File: config.mk
export PLATFORM = sky130hd
export DESIGN_NAME = sfpc_core
export DESIGN_NICKNAME = d
export VERILOG_FILES = /design/src/hw/sfpc_pkg.sv /design/src/hw/sfpc_core.sv
export SDC_FILE = /design/constraint.sdc
export NUM_CORES = 1
export LEC_CHECK = 0
export BUFFER_PORTS_ARGS = -buffer_cell sky130_fd_sc_hd__buf_2
export CAP_MARGIN = 15
export CORE_UTILIZATION = 60
export DETAILED_ROUTE_END_ITERATION = 7
export PLACE_DENSITY_LB_ADDON = 0.25
export SLEW_MARGIN = 10
export SYNTH_ARGS = -nofsm -noshare
export SYNTH_HDL_FRONTEND = slang
export SYNTH_SLANG_ARGS = --single-unit
File: constraint.sdc
create_clock -name clk_in -period 5.6 [get_ports clk_in]
set_input_delay 0.28 -clock clk_in [delete_from_list [all_inputs] [get_ports clk_in]]
set_output_delay 0.28 -clock clk_in [all_outputs]
set_load 0.005 [all_outputs]
File: src/hw/sfpc_pkg.sv
// shared constants for the synthesizer frequency and power_index_limit control block
package sfpc_pkg;
    localparam int unsigned CLK_HZ            = 25_000_000;
    localparam int unsigned BASE_W            = 24;
    localparam int unsigned CHAN_W            = 8;
    localparam int unsigned MANT_W            = 8;
    localparam int unsigned EXP_W             = 2;
    localparam int unsigned PIDX_W            = 3;
    localparam int unsigned PWR_W             = 8;
    localparam int unsigned TABLE_DEPTH       = 8;
    localparam logic [8:0]  SPACING_OFFSET    = 9'h100;
    localparam int unsigned EXP_BIAS          = 2;
    localparam int unsigned CAL_CRYSTAL_OSCILLATOR_PERIODS  = 18739;
    localparam int unsigned CAL_CYCLES        = CAL_CRYSTAL_OSCILLATOR_PERIODS;
    localparam int unsigned CAL_W             = 15;
    localparam int unsigned SHAPE_DIV         = 8;
    localparam int unsigned SYM_DIV_W         = 16;
    localparam logic [PWR_W-1:0]  PWR_RESET   = 8'hC6;
    localparam logic [PIDX_W-1:0] PIDX_RESET  = 3'h0;
    localparam logic [1:0]  AUTOCAL_NEVER     = 2'h0;
    localparam logic [1:0]  AUTOCAL_ON        = 2'h1;
    localparam logic [1:0]  AUTOCAL_OFF       = 2'h2;
    localparam logic [1:0]  AUTOCAL_OFF4      = 2'h3;
    localparam logic [1:0]  AUTOCAL_RESET     = AUTOCAL_ON;
    typedef enum logic [2:0] {
        SFPC_SLEEP, SFPC_IDLE, SFPC_CAL_ON, SFPC_TX, SFPC_RAMP_DN, SFPC_CAL_OFF, SFPC_CAL_MAN
    } sfpc_state_t;
endpackage

File: src/hw/sfpc_core.sv
// synthesizer frequency word, calibration sequencing and power_index_limit level selection
`timescale 1ns/100ps
// How it works
// - channel spacing comes from a mantissa field and an exponent field
// - base frequency is 24 bits from high, middle and low byte ports
// - 8-bit channel number times spacing step added to the base word
// - word = base + chan*((256+mant) << exp) >> 2, scaled by crystal/2^16
// - autocal selection calibrates when synthesizer switches on or off
// - after reset autocal selects calibrate on switch-on
// - manual calibrate strobe starts calibration only while idle
// - sleep loses calibration; host recalibrates before transmit
// - chip select low powers the core; ready low before serial use
// - after power-down strobe, chip select high sleeps, low wakes again
// - eight-entry power table with a 3-bit power index limit
// - ramping and shaping walk table entries 0 up to the index limit
// - index limit zero uses entry zero only, no ramping
// - table entries default to 0xC6 after reset
// - amplitude shaping counter counts up on one, down on zero
// - shaping counter steps at eight times the symbol rate
// - shaping counter saturates at index limit and zero, indexes table
// - autocal may calibrate on every fourth transmit to idle
// - one calibration takes 18739 crystal clock periods
module sfpc_core
    import sfpc_pkg::*;
(
    input  wire logic                  clk_in,
    input  wire logic                  rst_in,
    input  wire logic                  chip_select_n_in,
    input  wire logic                  soft_reset_strobe_in,
    input  wire logic                  power_down_strobe_in,
    input  wire logic                  calibrate_strobe_in,
    input  wire logic                  tx_strobe_in,
    input  wire logic                  idle_strobe_in,
    input  wire logic                  packet_end_in,
    input  wire logic [7:0]            base_base_frequency_word_high_byte_in,
    input  wire logic [7:0]            base_base_frequency_word_mid_byte_in,
    input  wire logic [7:0]            base_base_frequency_word_low_byte_in,
    input  wire logic [CHAN_W-1:0]     channel_number_in,
    input  wire logic [MANT_W-1:0]     spacing_mantissa_in,
    input  wire logic [EXP_W-1:0]      spacing_exponent_in,
    input  wire logic [1:0]            synth_autocal_select_in,
    input  wire logic                  autocal_write_in,
    input  wire logic [PIDX_W-1:0]     power_index_limit_in,
    input  wire logic                  power_index_write_in,
    input  wire logic                  table_write_in,
    input  wire logic [PIDX_W-1:0]     table_addr_in,
    input  wire logic [PWR_W-1:0]      table_data_in,
    input  wire logic                  ask_mode_in,
    input  wire logic                  symbol_in,
    input  wire logic [SYM_DIV_W-1:0]  shape_tick_div_in,
    output logic                       chip_ready_n_out,
    output logic                       core_power_out,
    output logic                       synth_on_out,
    output logic                       calibrating_out,
    output logic                       calibrated_out,
    output logic                       pa_on_out,
    output logic [BASE_W-1:0]          synth_base_frequency_word_word_out,
    output logic [PIDX_W-1:0]          pa_index_out,
    output logic [PWR_W-1:0]           pa_level_out,
    output logic [1:0]                 autocal_select_out
);
    // ==========================================================
    // frequency word
    function automatic logic [BASE_W-1:0] base_frequency_word_word(
        input logic [BASE_W-1:0] base,
        input logic [CHAN_W-1:0] chan,
        input logic [MANT_W-1:0] mant,
        input logic [EXP_W-1:0]  expo
    );
        logic [BASE_W+1:0] step4;
        logic [BASE_W+1:0] prod4;
        // step in quarter units keeps the 2^-2 exact
        step4 = ((BASE_W+2)'(SPACING_OFFSET) + (BASE_W+2)'(mant)) << expo;
        prod4 = (BASE_W+2)'(step4 * (BASE_W+2)'(chan));
        base_frequency_word_word = base + prod4[BASE_W+1:EXP_BIAS];
    endfunction

    logic [BASE_W-1:0] base_frequency_word;
    assign base_frequency_word = {base_base_frequency_word_high_byte_in, base_base_frequency_word_mid_byte_in,
                                  base_base_frequency_word_low_byte_in};

    // ==========================================================
    // power state and control
    sfpc_state_t       state;
    logic              pd_armed;
    logic [CAL_W-1:0]  cal_cnt;
    logic [1:0]        tx_off_cnt;
    logic [PIDX_W-1:0] shape_idx;
    logic [SYM_DIV_W-1:0] tick_cnt;
    logic              tick;
    logic [PWR_W-1:0]  power_level_table [TABLE_DEPTH];
    logic [PIDX_W-1:0] power_index_limit;
    logic              cal_done;
    logic              soft_rst;

    assign cal_done = (cal_cnt == CAL_W'(CAL_CYCLES - 1));
    assign soft_rst = soft_reset_strobe_in && !chip_select_n_in;

    // cal states share one decode for the flags below
    function automatic logic is_cal(input sfpc_state_t s);
        is_cal = (s == SFPC_CAL_ON) || (s == SFPC_CAL_OFF) || (s == SFPC_CAL_MAN);
    endfunction

    // autocal selection, back to its reset value on soft reset and sleep
    always_ff @(posedge clk_in or posedge rst_in) begin
        if (rst_in) begin
            autocal_select_out <= AUTOCAL_RESET;
        end else if (soft_rst || state == SFPC_SLEEP) begin
            autocal_select_out <= AUTOCAL_RESET;
        end else if (autocal_write_in) begin
            autocal_select_out <= synth_autocal_select_in;
        end
    end

    // index limit, lost in sleep like every setting
    always_ff @(posedge clk_in or posedge rst_in) begin
        if (rst_in) begin
            power_index_limit <= PIDX_RESET;
        end else if (soft_rst || state == SFPC_SLEEP) begin
            power_index_limit <= PIDX_RESET;
        end else if (power_index_write_in) begin
            power_index_limit <= power_index_limit_in;
        end
    end

    // table entries default after reset, written one at a time
    always_ff @(posedge clk_in or posedge rst_in) begin
        if (rst_in) begin
            for (int i = 0; i < TABLE_DEPTH; i++) power_level_table[i] <= PWR_RESET;
        end else if (soft_rst || state == SFPC_SLEEP) begin
            for (int i = 0; i < TABLE_DEPTH; i++) power_level_table[i] <= PWR_RESET;
        end else if (table_write_in) begin
            power_level_table[table_addr_in] <= table_data_in;
        end
    end

    // power-down armed by strobe, taken when chip select rises
    always_ff @(posedge clk_in or posedge rst_in) begin
        if (rst_in) begin
            pd_armed <= 1'b0;
        end else if (state == SFPC_SLEEP) begin
            pd_armed <= 1'b0;
        end else if (power_down_strobe_in && !chip_select_n_in) begin
            pd_armed <= 1'b1;
        end
    end

    always_ff @(posedge clk_in or posedge rst_in) begin
        if (rst_in) begin
            state      <= SFPC_IDLE;
            cal_cnt    <= '0;
            tx_off_cnt <= 2'h0;
        end else if (soft_rst) begin
            state      <= SFPC_IDLE;
            cal_cnt    <= '0;
            tx_off_cnt <= 2'h0;
        end else begin
            case (state)
                SFPC_SLEEP: begin
                    // chip select low wakes the core
                    if (!chip_select_n_in) state <= SFPC_IDLE;
                end
                SFPC_IDLE: begin
                    cal_cnt <= '0;
                    if (pd_armed && chip_select_n_in) begin
                        state <= SFPC_SLEEP;
                    end else if (calibrate_strobe_in) begin
                        state <= SFPC_CAL_MAN;
                    end else if (tx_strobe_in) begin
                        state <= (autocal_select_out == AUTOCAL_ON) ? SFPC_CAL_ON : SFPC_TX;
                    end
                end
                SFPC_CAL_ON: begin
                    cal_cnt <= cal_done ? '0 : cal_cnt + 1'b1;
                    if (cal_done) state <= SFPC_TX;
                end
                SFPC_TX: begin
                    if (packet_end_in || idle_strobe_in) state <= SFPC_RAMP_DN;
                end
                SFPC_RAMP_DN: begin
                    // wait until shaping index reaches zero or an idle strobe arrives
                    if (shape_idx == '0 || idle_strobe_in) begin
                        tx_off_cnt <= tx_off_cnt + 1'b1;
                        // calibrate on switch-off or every fourth
                        if (autocal_select_out == AUTOCAL_OFF ||
                            (autocal_select_out == AUTOCAL_OFF4 && tx_off_cnt == 2'h3))
                            state <= SFPC_CAL_OFF;
                        else
                            state <= SFPC_IDLE;
                    end
                end
                SFPC_CAL_OFF, SFPC_CAL_MAN: begin
                    cal_cnt <= cal_done ? '0 : cal_cnt + 1'b1;
                    if (cal_done) state <= SFPC_IDLE;
                end
                default: state <= SFPC_IDLE;
            endcase
        end
    end

    // calibration lost in sleep and at reset
    always_ff @(posedge clk_in or posedge rst_in) begin
        if (rst_in) begin
            calibrated_out <= 1'b0;
        end else if (soft_rst || state == SFPC_SLEEP) begin
            calibrated_out <= 1'b0;
        end else if (is_cal(state) && cal_done) begin
            calibrated_out <= 1'b1;
        end
    end

    // ==========================================================
    // shaping tick: eight per symbol
    // divider period is symbol period over eight, from the host
    always_ff @(posedge clk_in or posedge rst_in) begin
        if (rst_in) begin
            tick_cnt <= '0;
            tick     <= 1'b0;
        end else if (tick_cnt >= shape_tick_div_in) begin
            tick_cnt <= '0;
            tick     <= 1'b1;
        end else begin
            tick_cnt <= tick_cnt + 1'b1;
            tick     <= 1'b0;
        end
    end

    // ==========================================================
    // shaping counter
    always_ff @(posedge clk_in or posedge rst_in) begin
        if (rst_in) begin
            shape_idx <= '0;
        end else if (state != SFPC_TX && state != SFPC_RAMP_DN) begin
            shape_idx <= '0;
        end else if (shape_idx > power_index_limit) begin
            // limit lowered mid-packet: clamp at once
            shape_idx <= power_index_limit;
        end else if (tick) begin
            if (state == SFPC_RAMP_DN || (ask_mode_in && !symbol_in)) begin
                if (shape_idx != '0) shape_idx <= shape_idx - 1'b1;
            end else if (shape_idx != power_index_limit) begin
                shape_idx <= shape_idx + 1'b1;
            end
        end
    end

    // ==========================================================
    // registered outputs
    // ready follows chip select, held high while asleep
    always_ff @(posedge clk_in or posedge rst_in) begin
        if (rst_in) begin
            chip_ready_n_out <= 1'b1;
            core_power_out   <= 1'b0;
        end else begin
            chip_ready_n_out <= chip_select_n_in || state == SFPC_SLEEP;
            core_power_out   <= state != SFPC_SLEEP;
        end
    end

    // state flags, one cycle behind the state register
    always_ff @(posedge clk_in or posedge rst_in) begin
        if (rst_in) begin
            synth_on_out    <= 1'b0;
            calibrating_out <= 1'b0;
            pa_on_out       <= 1'b0;
        end else begin
            synth_on_out    <= state == SFPC_CAL_ON || state == SFPC_TX ||
                               state == SFPC_RAMP_DN;
            calibrating_out <= is_cal(state);
            pa_on_out       <= state == SFPC_TX || state == SFPC_RAMP_DN;
        end
    end

    // word formed continuously; host keeps inputs still while running
    always_ff @(posedge clk_in or posedge rst_in) begin
        if (rst_in) begin
            synth_base_frequency_word_word_out <= '0;
        end else begin
            synth_base_frequency_word_word_out <= base_frequency_word_word(base_frequency_word, channel_number_in,
                                             spacing_mantissa_in, spacing_exponent_in);
        end
    end

    // counter indexes the table; index and level leave together
    always_ff @(posedge clk_in or posedge rst_in) begin
        if (rst_in) begin
            pa_index_out <= '0;
            pa_level_out <= PWR_RESET;
        end else begin
            pa_index_out <= shape_idx;
            pa_level_out <= power_level_table[shape_idx];
        end
    end
endmodule

==> impl_metrics.ini, run 1 <==
[layout]
final_util = 0.777
final.fill_count = 1226
layout-drive-gt1-share = 0.336
final-seq-area_um2 = 3830
mostFrequentLayoutCells = buf_2, buf_4, inv_1, dfrtp_1, ha_1
postLayoutCellArea_um2 = 14600
final_common_cell = buf_2
nNetsFinal = 1618
instances_no_fill = 1628
syn2layout_area_growth_pct = 26.6
multi_input_area_um2 = 7690

[global_route]
antenna_found_initial = 1
grt_pass1_vias = 9905
grt_max_degree = 98
grt_pass1_wl_mm = 47.0
grt.overflow.total = 0
grtUsageTotal = 0.297

[placement]
gp_congestion = 0.897
dp_cells = 1576
dp_hpwl_mm = 20.4
dp_worst_setup_slack_ns = -0.833
io_buffers = 130
placed_area_um2 = 13400

[logic_synthesis]
seq_area_frac_synth = 0.332
synth_edf_count = 0
synth_flop_cell = dfrtp_1
async_flop_share = 1.00
synth_cell_type_count = 73
synthCells = 1143
synth_area_um2 = 11500
synth_seq_cells = 151
yosysWarnings = 0
postSynthAreaPerCell_um2 = 10.1
synth_fp_nets = 1381

[worst_setup_path]
arrival_ns = 6.12
path_max_fanout = 7
critical_path_class = input pin to flop
crit_top_cell = fa_1
required_ns = 5.95
startpoint_type = input pin
cp_slowest_stage_delay_ns = 0.61
crit_buf_inv = 3
worst_setup_path_end_kind = flop
cp_top_family = adder cells
path_cells = buf_12 > mux4_2 > and2_4 > fa_1 > fa_1 > fa_1 > inv_2 > fa_1 > inv_2 > ha_4 > o21a_1 > o21ai_4 > a22oi_2 > a211oi_2 > nor4b_1 > nand4b_1 > ha_4 > a2111oi_4 > a21oi_1 > a31o_2 > a21o_4 > a211oi_2 > xnor2_1
cpMaxStageDelayCell = mux4_2

[drt]
drc = 0
drt_pass1_iterations = 4
drtAntennaViolNets = 0
wire_per_inst_um = 17.7
wl_mm = 28.9
vias_per_cell = 5.95
drtIter0Drc = 582
vias = 9693

[timing]
rsz0062_at_grt = yes
period_share = 1.03
finalSetupViolations = 10
maxSlewViolCount = 0
hold_ws_ns = 0.00408
timing.fmax_mhz = 173
setup-tns-final_ns = -1.01
layout_min_cycle_time_ns = 5.77
finClkSkew_ns = 0.00954
hold_viol = 0
tightestPinTransition_ns = 0.981
relSlewSlack = 0.343
fin_ws_ns = -0.174

[power_and_ir_drop]
swShare = 0.441
intPower_mw = 5.48
irDropWorstVdd_mv = 0.638
leakage_nw = 6.93
cellPowerDensity_nw_per_um2 = 672
p_seq_frac = 0.162
clkPwrFrac = 0.123
power_mw = 9.80
switchingPower_mw = 4.32
comb_power_share = 0.715

[clock_network]
htree_levels = 4
cts_made_buffers = 17
cts_num_sinks = 151
cts_buffer_depth = 2
tritoncts = built
insertion_delay_ns = 0.42
clk_pin_slew_worst_paths_ns = 0.07
ctsHoldBuffers = 0
cts-root-buf = clkbuf_16

[floorplanning]
die_area_um2 = 19800
start_util = 0.614
rows = 50
ios = 131
die_h_um = 141
die_w_um = 141
core_area_um2 = 18800

[job]
maxCapViolations = 0

[status]
violations = setup timing
status = finished, violations left

[min_path]
hp-class = input pin to async pin
-- sequential cells by signal, indices dropped and copies added (netlist names) --
register	count
power_level_table	64
shape_idx	3
pa_on_out	1
tick_cnt	16
calibrating_out	1
pa_level_out	8
synth_base_frequency_word_word_out	24
synth_on_out	1
core_power_out	1
power_index_limit	3
state	3
chip_ready_n_out	1
pd_armed	1
autocal_select_out	2
tx_off_cnt	2
tick	1
cal_cnt	15
pa_index_out	3
calibrated_out	1
-- repair_timing --
item / in CTS / in global routing
pin swaps: 43 / 61
hold endpoints to repair: 0 / 0
setup buffers: 14 / 5
gates resized for setup: 29 / 54
setup endpoints to repair: 13 / 15
cloned: 0 / 0
-- kinds of logic (layout without fill, tap and decap cells) --
logic type / Yosys count / in the layout / synth area share
AOI/OAI and AO/OA: 274 / 274 / 0.172
buffers and inverters: 163 / 413 / 0.0541
DFF: 151 / 151 / 0.332
muxes: 41 / 41 / 0.0562
other: 0 / 1 / 0
adders and majority gates: 150 / 150 / 0.203
xor gates and xnor gates: 56 / 56 / 0.0442
and+or+nand+nor: 308 / 308 / 0.138
-- cell usage after synthesis, types with 3 or more instances --
cell type / instances / share of area
o21ai_0: 41 / 0.018
nand4_1: 9 / 0.0049
buf_2: 9 / 0.0039
and3_1: 16 / 0.0087
o21a_1: 13 / 0.0085
o31ai_1: 9 / 0.0059
mux2i_1: 14 / 0.012
or2_2: 4 / 0.0022
mux4_2: 18 / 0.035
nand2_1: 64 / 0.021
o22a_1: 32 / 0.024
xnor2_1: 26 / 0.020
inv_1: 121 / 0.039
nand2b_1: 8 / 0.0043
nand3_1: 33 / 0.014
o21bai_1: 6 / 0.0039
clkbuf_1: 25 / 0.0081
fa_1: 62 / 0.11
buf_1: 8 / 0.0026
ha_1: 88 / 0.096
a21oi_1: 44 / 0.019
a22o_1: 32 / 0.024
nor2b_1: 8 / 0.0043
dfrtp_1: 112 / 0.24
dfstp_2: 39 / 0.089
or3_1: 3 / 0.0016
a211oi_1: 28 / 0.018
o211a_1: 3 / 0.0026
nor2_1: 63 / 0.021
o21ai_1: 5 / 0.0022
a31oi_1: 10 / 0.0054
mux2_2: 8 / 0.0078
a21o_1: 17 / 0.011
and2_1: 70 / 0.038
a211o_1: 4 / 0.0030
nor3_1: 13 / 0.0056
o211ai_1: 5 / 0.0033
xor2_1: 29 / 0.022
-- final cells by class --
type	count	share of cell area
multi-input combinational	829	0.528
sequential	151	0.263
timing repair buffer	260	0.116
inverter	121	0.0315
clock buffer	20	0.0306
tap	234	0.0201
clock inverter	12	0.0112
antenna	1	0.000172
-- power groups by stage --
| stage | Clock (mW) | Combinational (mW) | Sequential, mW |
|---|---|---|---|
| 6_report | 1.20 | 7.01 | 1.59 |
| 5_1_grt | 1.26 | 7.56 | 1.62 |
| 4_1_cts | 1.21 | 6.17 | 1.59 |
| 3_5_place_dp | 0 | 5.87 | 1.60 |
| 3_3_place_gp | 0 | 5.70 | 1.60 |
| 2_1_floorplan | 0 | 3.83 | 1.52 |
-- worst register-to-register path: stages, from the launching register on --
cell      delay, ns
dfrtp_1        0.99
ha_1           0.38
nor2b_1        0.13
o21a_1         0.16
o21bai_1       0.31
inv_1          0.10
a311oi_1       0.22
a211oi_1       0.09
-- routing by layer --
metal	global-route usage	vias up	share of wire
met5	0	-	0
met4	0.0767	0	0.021
met3	0.0410	59	0.046
met2	0.534	308	0.52
met1	0.378	4822	0.41
li1	-	4504	-
-- path summary, 6_finish.rpt --
| check | startpoint | end | slack, ns | cells past startpoint |
|---|---|---|---|---|
| max | spacing_exponent_in[0] | synth_base_frequency_word_word_out[20] | -0.17 | 23 |
| max reg2reg | shape_idx[1] | shape_idx[1] | 3.11 | 7 |
| max in group asynchronous | rst_in | power_level_table[59] | 4.40 | 3 |
| min reg2reg | calibrated_out | calibrated_out | 0.50 | 2 |
| min in group clk_in | autocal_write_in | autocal_select_out[0] | 0.07 | 2 |
| min | rst_in | tick_cnt[4] | 0.004 | 2 |
(Power assumes the default switching activity.)
==> inputs of run 2 (changes only) <==
--- a/config.mk
+++ b/config.mk
@@ -7,7 +7,7 @@
 export LEC_CHECK = 0
 export BUFFER_PORTS_ARGS = -buffer_cell sky130_fd_sc_hd__buf_2
 export CAP_MARGIN = 15
-export CORE_UTILIZATION = 60
+export CORE_UTILIZATION = 50
 export DETAILED_ROUTE_END_ITERATION = 7
 export PLACE_DENSITY_LB_ADDON = 0.25
 export SLEW_MARGIN = 10
==> impl_metrics.ini, run 2 (synthesis results as in run 1) <==
[global_route]
grt_pass1_wl_mm = 46.3
grt_max_degree = 106
grtUsageTotal = 0.243
antenna_found_initial = 2
grt.overflow.total = 0
grt_pass1_vias = 9746

[drt]
vias = 9399
vias_per_cell = 5.58
drtAntennaViolNets = 0
wl_mm = 27.3
wire_per_inst_um = 16.2
drt_pass1_iterations = 5
drtIter0Drc = 434
drc = 0

[timing]
finClkSkew_ns = 0.0117
layout_min_cycle_time_ns = 5.60
relSlewSlack = 0.188
rsz0062_at_grt = yes
timing.fmax_mhz = 179
tightestPinTransition_ns = 1.21
hold_viol = 0
period_share = 0.999
finalSetupViolations = 0
maxSlewViolCount = 0

[worst_setup_path]
required_ns = 5.95
startpoint_type = input pin
arrival_ns = 5.95
critical_path_class = input pin to flop
path_max_fanout = 8
worst_setup_path_end_kind = flop

[power_and_ir_drop]
cellPowerDensity_nw_per_um2 = 637
leakage_nw = 6.94
irDropWorstVdd_mv = 0.521

[placement]
dp_hpwl_mm = 20.7
dp_cells = 1633
placed_area_um2 = 13500
io_buffers = 130
gp_congestion = 0.902

[floorplanning]
start_util = 0.509
die_area_um2 = 23600
ios = 131
core_area_um2 = 22600
rows = 55
die_w_um = 154
die_h_um = 154

[clock_network]
cts_num_sinks = 151
clk_pin_slew_worst_paths_ns = 0.07
tritoncts = built
insertion_delay_ns = 0.43
htree_levels = 4
cts_buffer_depth = 2
cts_made_buffers = 17
cts-root-buf = clkbuf_16

[layout]
reg.largest.list = power_level_table: 64 flops, synth_base_frequency_word_word_out: 24 flops, tick_cnt: 16 flops
largest_register_ffs = 64
final.fill_count = 1822
mostFrequentLayoutCells = buf_2, buf_4, inv_1, dfrtp_1, ha_1
postLayoutCellArea_um2 = 14600
final_util = 0.646
layout-drive-gt1-share = 0.334
final_common_cell = buf_2
regMostFlops = power_level_table
nNetsFinal = 1623
syn2layout_area_growth_pct = 27.0
instances_no_fill = 1684

[job]
maxCapViolations = 0

[status]
status = finished, final reports clean

[min_path]
hp-class = input pin to async pin
==> run 2: final timing paths <==
path	endpoint	startpoint	slack, ns	depth (start not counted)
worst max register to register	shape_idx[1]	shape_idx[1]	3.12	7
max in group asynchronous	synth_base_frequency_word_word_out[18]	rst_in	4.39	3
worst max-delay path	synth_base_frequency_word_word_out[22]	spacing_exponent_in[0]	0.005	25
worst min-delay path	tick_cnt[0]	rst_in	0.06	2
worst min register to register	power_level_table[21]	power_level_table[21]	0.51	1
min in group clk_in	autocal_select_out[0]	autocal_write_in	0.06	2
==> run 2: timing repair <==
action | in CTS | in global routing
buffers inserted | 11 | 7
endpoints found under the hold margin | 0 | 0
pin swaps | 41 | 35
endpoints found under the setup margin | 12 | 13
resized for setup | 40 | 37
hold buffers | 0 | 0
==> run 2: layer usage <==
metal / track usage / share of wire / up-vias
met1: 0.310 / 0.44 / 4624
met5: 0 / 0.00048 / -
met3: 0.0409 / 0.039 / 36
met2: 0.426 / 0.50 / 231
li1: - / - / 4506
met4: 0.0662 / 0.018 / 2
==> run 2: critical path, stage by stage <==
cell and delay (ns):
buf_12 0.11, mux4_2 0.58, buf_4 0.17, and2_4 0.13
fa_1 0.48, fa_1 0.51, fa_1 0.49, inv_1 0.05
fa_1 0.49, inv_2 0.05, ha_4 0.25, a21oi_2 0.12
o21a_1 0.16, o31ai_4 0.09, buf_6 0.13, a211o_1 0.29
a21oi_2 0.13, xnor2_1 0.13, ha_1 0.26, a21o_1 0.19
a211o_1 0.28, a21oi_2 0.15, o21ai_1 0.08, a41oi_2 0.19
xnor2_1 0.14
==> run 2: power breakdown <==
group | switching, mW | leakage (nW) | internal (mW)
logic | 3.27 | 4.78 | 3.31
clock network | 0.501 | 0.280 | 0.643
registers | 0.206 | 1.88 | 1.39
total | 3.98 | 6.94 | 5.34
==> run 2: through the flow <==
stage	TNS (ns)	total power [mW]	hold slack, ns	setup WS [ns]
global placement	-8.48	7.36	0.477	-0.705
global route	-1.38	10.1	0.0573	-0.208
detailed placement	-9.34	7.47	0.489	-0.795
floorplan	-0.984	5.35	0.356	-0.196
finish	0	9.32	0.0568	0.00455
CTS	0	8.83	0.0446	0.00366
==> run 2: final cells by class <==
| cell class | instances | area (um2) | area share |
|---|---|---|---|
| multi-input cells | 829 | 7660 | 0.524 |
| inverters | 121 | 459 | 0.0314 |
| repair buffers | 265 | 1730 | 0.118 |
| clock buffers | 18 | 439 | 0.0300 |
| clock inverters | 14 | 156 | 0.0107 |
| well taps | 285 | 357 | 0.0244 |
| flip-flops and latches | 151 | 3830 | 0.262 |
| diodes | 1 | 2.50 | 0.000171 |
==> inputs of run 3 (changes only) <==
--- a/config.mk
+++ b/config.mk
@@ -9,7 +9,8 @@
 export CAP_MARGIN = 15
 export CORE_UTILIZATION = 50
 export DETAILED_ROUTE_END_ITERATION = 7
-export PLACE_DENSITY_LB_ADDON = 0.25
+export HOLD_SLACK_MARGIN = 0.08
+export PLACE_DENSITY_LB_ADDON = 0.3
 export SLEW_MARGIN = 10
 export SYNTH_ARGS = -nofsm -noshare
 export SYNTH_HDL_FRONTEND = slang
==> impl_metrics.ini, run 3 (synthesis results as in run 1) <==
[layout]
postLayoutCellArea_um2 = 14600
layout-drive-gt1-share = 0.331
final.fill_count = 1773
syn2layout_area_growth_pct = 27.0
largest_register_ffs = 64
mostFrequentLayoutCells = buf_4, buf_2, inv_1, dfrtp_1, ha_1
nNetsFinal = 1629
regMostFlops = power_level_table
reg.largest.list = power_level_table: 64 flops, synth_base_frequency_word_word_out: 24 flops, tick_cnt: 16 flops
final_common_cell = buf_4

[worst_setup_path]
crit_top_cell = fa_1
path_cells = buf_12 > mux4_2 > buf_6 > and2_4 > fa_1 > fa_1 > fa_1 > inv_1 > fa_1 > inv_2 > ha_4 > o21a_1 > o21ai_4 > o31ai_4 > nand3_1 > and2_1 > xnor2_1 > ha_2 > a2111oi_4 > a21oi_1 > a31o_2 > a21o_4 > a31oi_1 > xnor2_1
critical_path_class = input pin to flop
path_max_fanout = 7
cpMaxStageDelayCell = mux4_2
worstSetupPathDepth = 24
cp_top_family = adder cells
arrival_ns = 6.01
worst_setup_path_end_kind = flop
cp_slowest_stage_delay_ns = 0.55
reg2reg_depth = 6
startpoint_type = input pin
crit_buf_inv = 4
required_ns = 5.95

[power_and_ir_drop]
clkPwrFrac = 0.120
switchingPower_mw = 3.99
p_seq_frac = 0.172
swShare = 0.427
intPower_mw = 5.36
cellPowerDensity_nw_per_um2 = 639
leakage_nw = 6.95
irDropWorstVdd_mv = 0.556
comb_power_share = 0.707

[timing]
hold_viol = 0
setup-tns-final_ns = -0.245
finalSetupViolations = 6
tightestPinTransition_ns = 1.10
period_share = 1.01
relSlewSlack = 0.265
fin_ws_ns = -0.0560
finClkSkew_ns = 0.0118
timing.fmax_mhz = 177
layout_min_cycle_time_ns = 5.66
maxSlewViolCount = 0
rsz0062_at_grt = yes

[floorplanning]
die_w_um = 154
ios = 131
start_util = 0.509
die_h_um = 154
rows = 55
die_area_um2 = 23600
core_area_um2 = 22600

[placement]
io_buffers = 130
gp_congestion = 0.901
dp_worst_setup_slack_ns = -0.836
placed_area_um2 = 13500
dp_hpwl_mm = 20.9

[drt]
vias = 9563
drtAntennaViolNets = 0
drtIter0Drc = 461
wire_per_inst_um = 16.2
drc = 0
drt_pass1_iterations = 5
wl_mm = 27.4
vias_per_cell = 5.66

[status]
violations = setup timing
status = finished, violations left

[global_route]
grt.overflow.total = 0
grt_pass1_wl_mm = 46.9
grtUsageTotal = 0.245
grt_pass1_vias = 9775
antenna_found_initial = 1
grt_max_degree = 102

[clock_network]
cts-root-buf = clkbuf_16
htree_levels = 4
clk_pin_slew_worst_paths_ns = 0.07
cts_made_buffers = 17
cts_buffer_depth = 2
insertion_delay_ns = 0.42
tritoncts = built
cts_num_sinks = 151

[job]
maxCapViolations = 0

[min_path]
hp-class = input pin to async pin
-- run 3: path summary, 6_finish.rpt --
| path | startpoint | endpoint | slack (ns) |
|---|---|---|---|
| setup / recovery | spacing_exponent_in[0] | synth_base_frequency_word_word_out[18] | -0.06 |
| hold / removal | rst_in | tick_cnt[15] | 0.03 |
| setup reg to reg | state[1] | state[0] | 3.11 |
| hold reg to reg | power_level_table[16] | power_level_table[16] | 0.50 |
| max in group asynchronous | rst_in | power_level_table[22] | 4.36 |
| min in group clk_in | power_down_strobe_in | pd_armed | 0.10 |
-- run 3: layout make-up --
class / instances / area, um2 / share of cell area
sequential: 151 / 3830 / 0.262
inverter: 121 / 459 / 0.0314
clock buffer: 18 / 439 / 0.0300
multi-input combinational: 829 / 7630 / 0.521
antenna: 2 / 5.00 / 0.000342
tap: 285 / 357 / 0.0244
clock inverter: 14 / 150 / 0.0103
timing repair buffer: 271 / 1770 / 0.121
-- run 3: through the flow --
stage | utilization | power, mW | hold WS [ns] | instances
after floorplan | - | 5.35 | 0.356 | 1143
after global placement | 0.597 | 7.38 | 0.482 | 1639
after detailed placement | 0.597 | 7.53 | 0.490 | 1639
after CTS | 0.640 | 8.96 | 0.0864 | 1688
after global routing | 0.646 | 10.2 | 0.108 | 1690
final | 0.646 | 9.34 | 0.0293 | 1691
-- run 3: power by group through the flow --
stage	combinational [mW]	clock (mW)	sequential (mW)
final	6.61	1.12	1.61
after global routing	7.37	1.19	1.64
after CTS	6.21	1.15	1.61
after detailed placement	5.90	0	1.63
after global placement	5.76	0	1.62
after floorplan	3.83	0	1.52
-- run 3: worst register-to-register path, delay by kind of cell (launching register included) --
kind / cells / cell delay (ns)
buffers and inverters: 1 / 0.17
flip-flops: 1 / 0.60
AO/OA/AOI/OAI: 3 / 0.89
multiplexers: 1 / 0.34
AND/OR/NAND/NOR: 1 / 0.42
-- run 3: what timing repair did --
item | in CTS | in global routing
gates resized for setup | 44 | 25
endpoints found under the hold margin | 3 | 0
buffers inserted | 13 | 1
pin swaps | 50 | 27
gates cloned | 0 | 0
setup endpoints to repair | 12 | 13
hold buffers | 4 | 0
-- run 3: metal layers --
layer / global-route usage / routed length (um) / up-vias
met5: 0 / 0 / -
met4: 0.0662 / 459 / 0
met3: 0.0313 / 1230 / 31
met2: 0.430 / 13800 / 252
met1: 0.319 / 11900 / 4751
li1: - / - / 4529
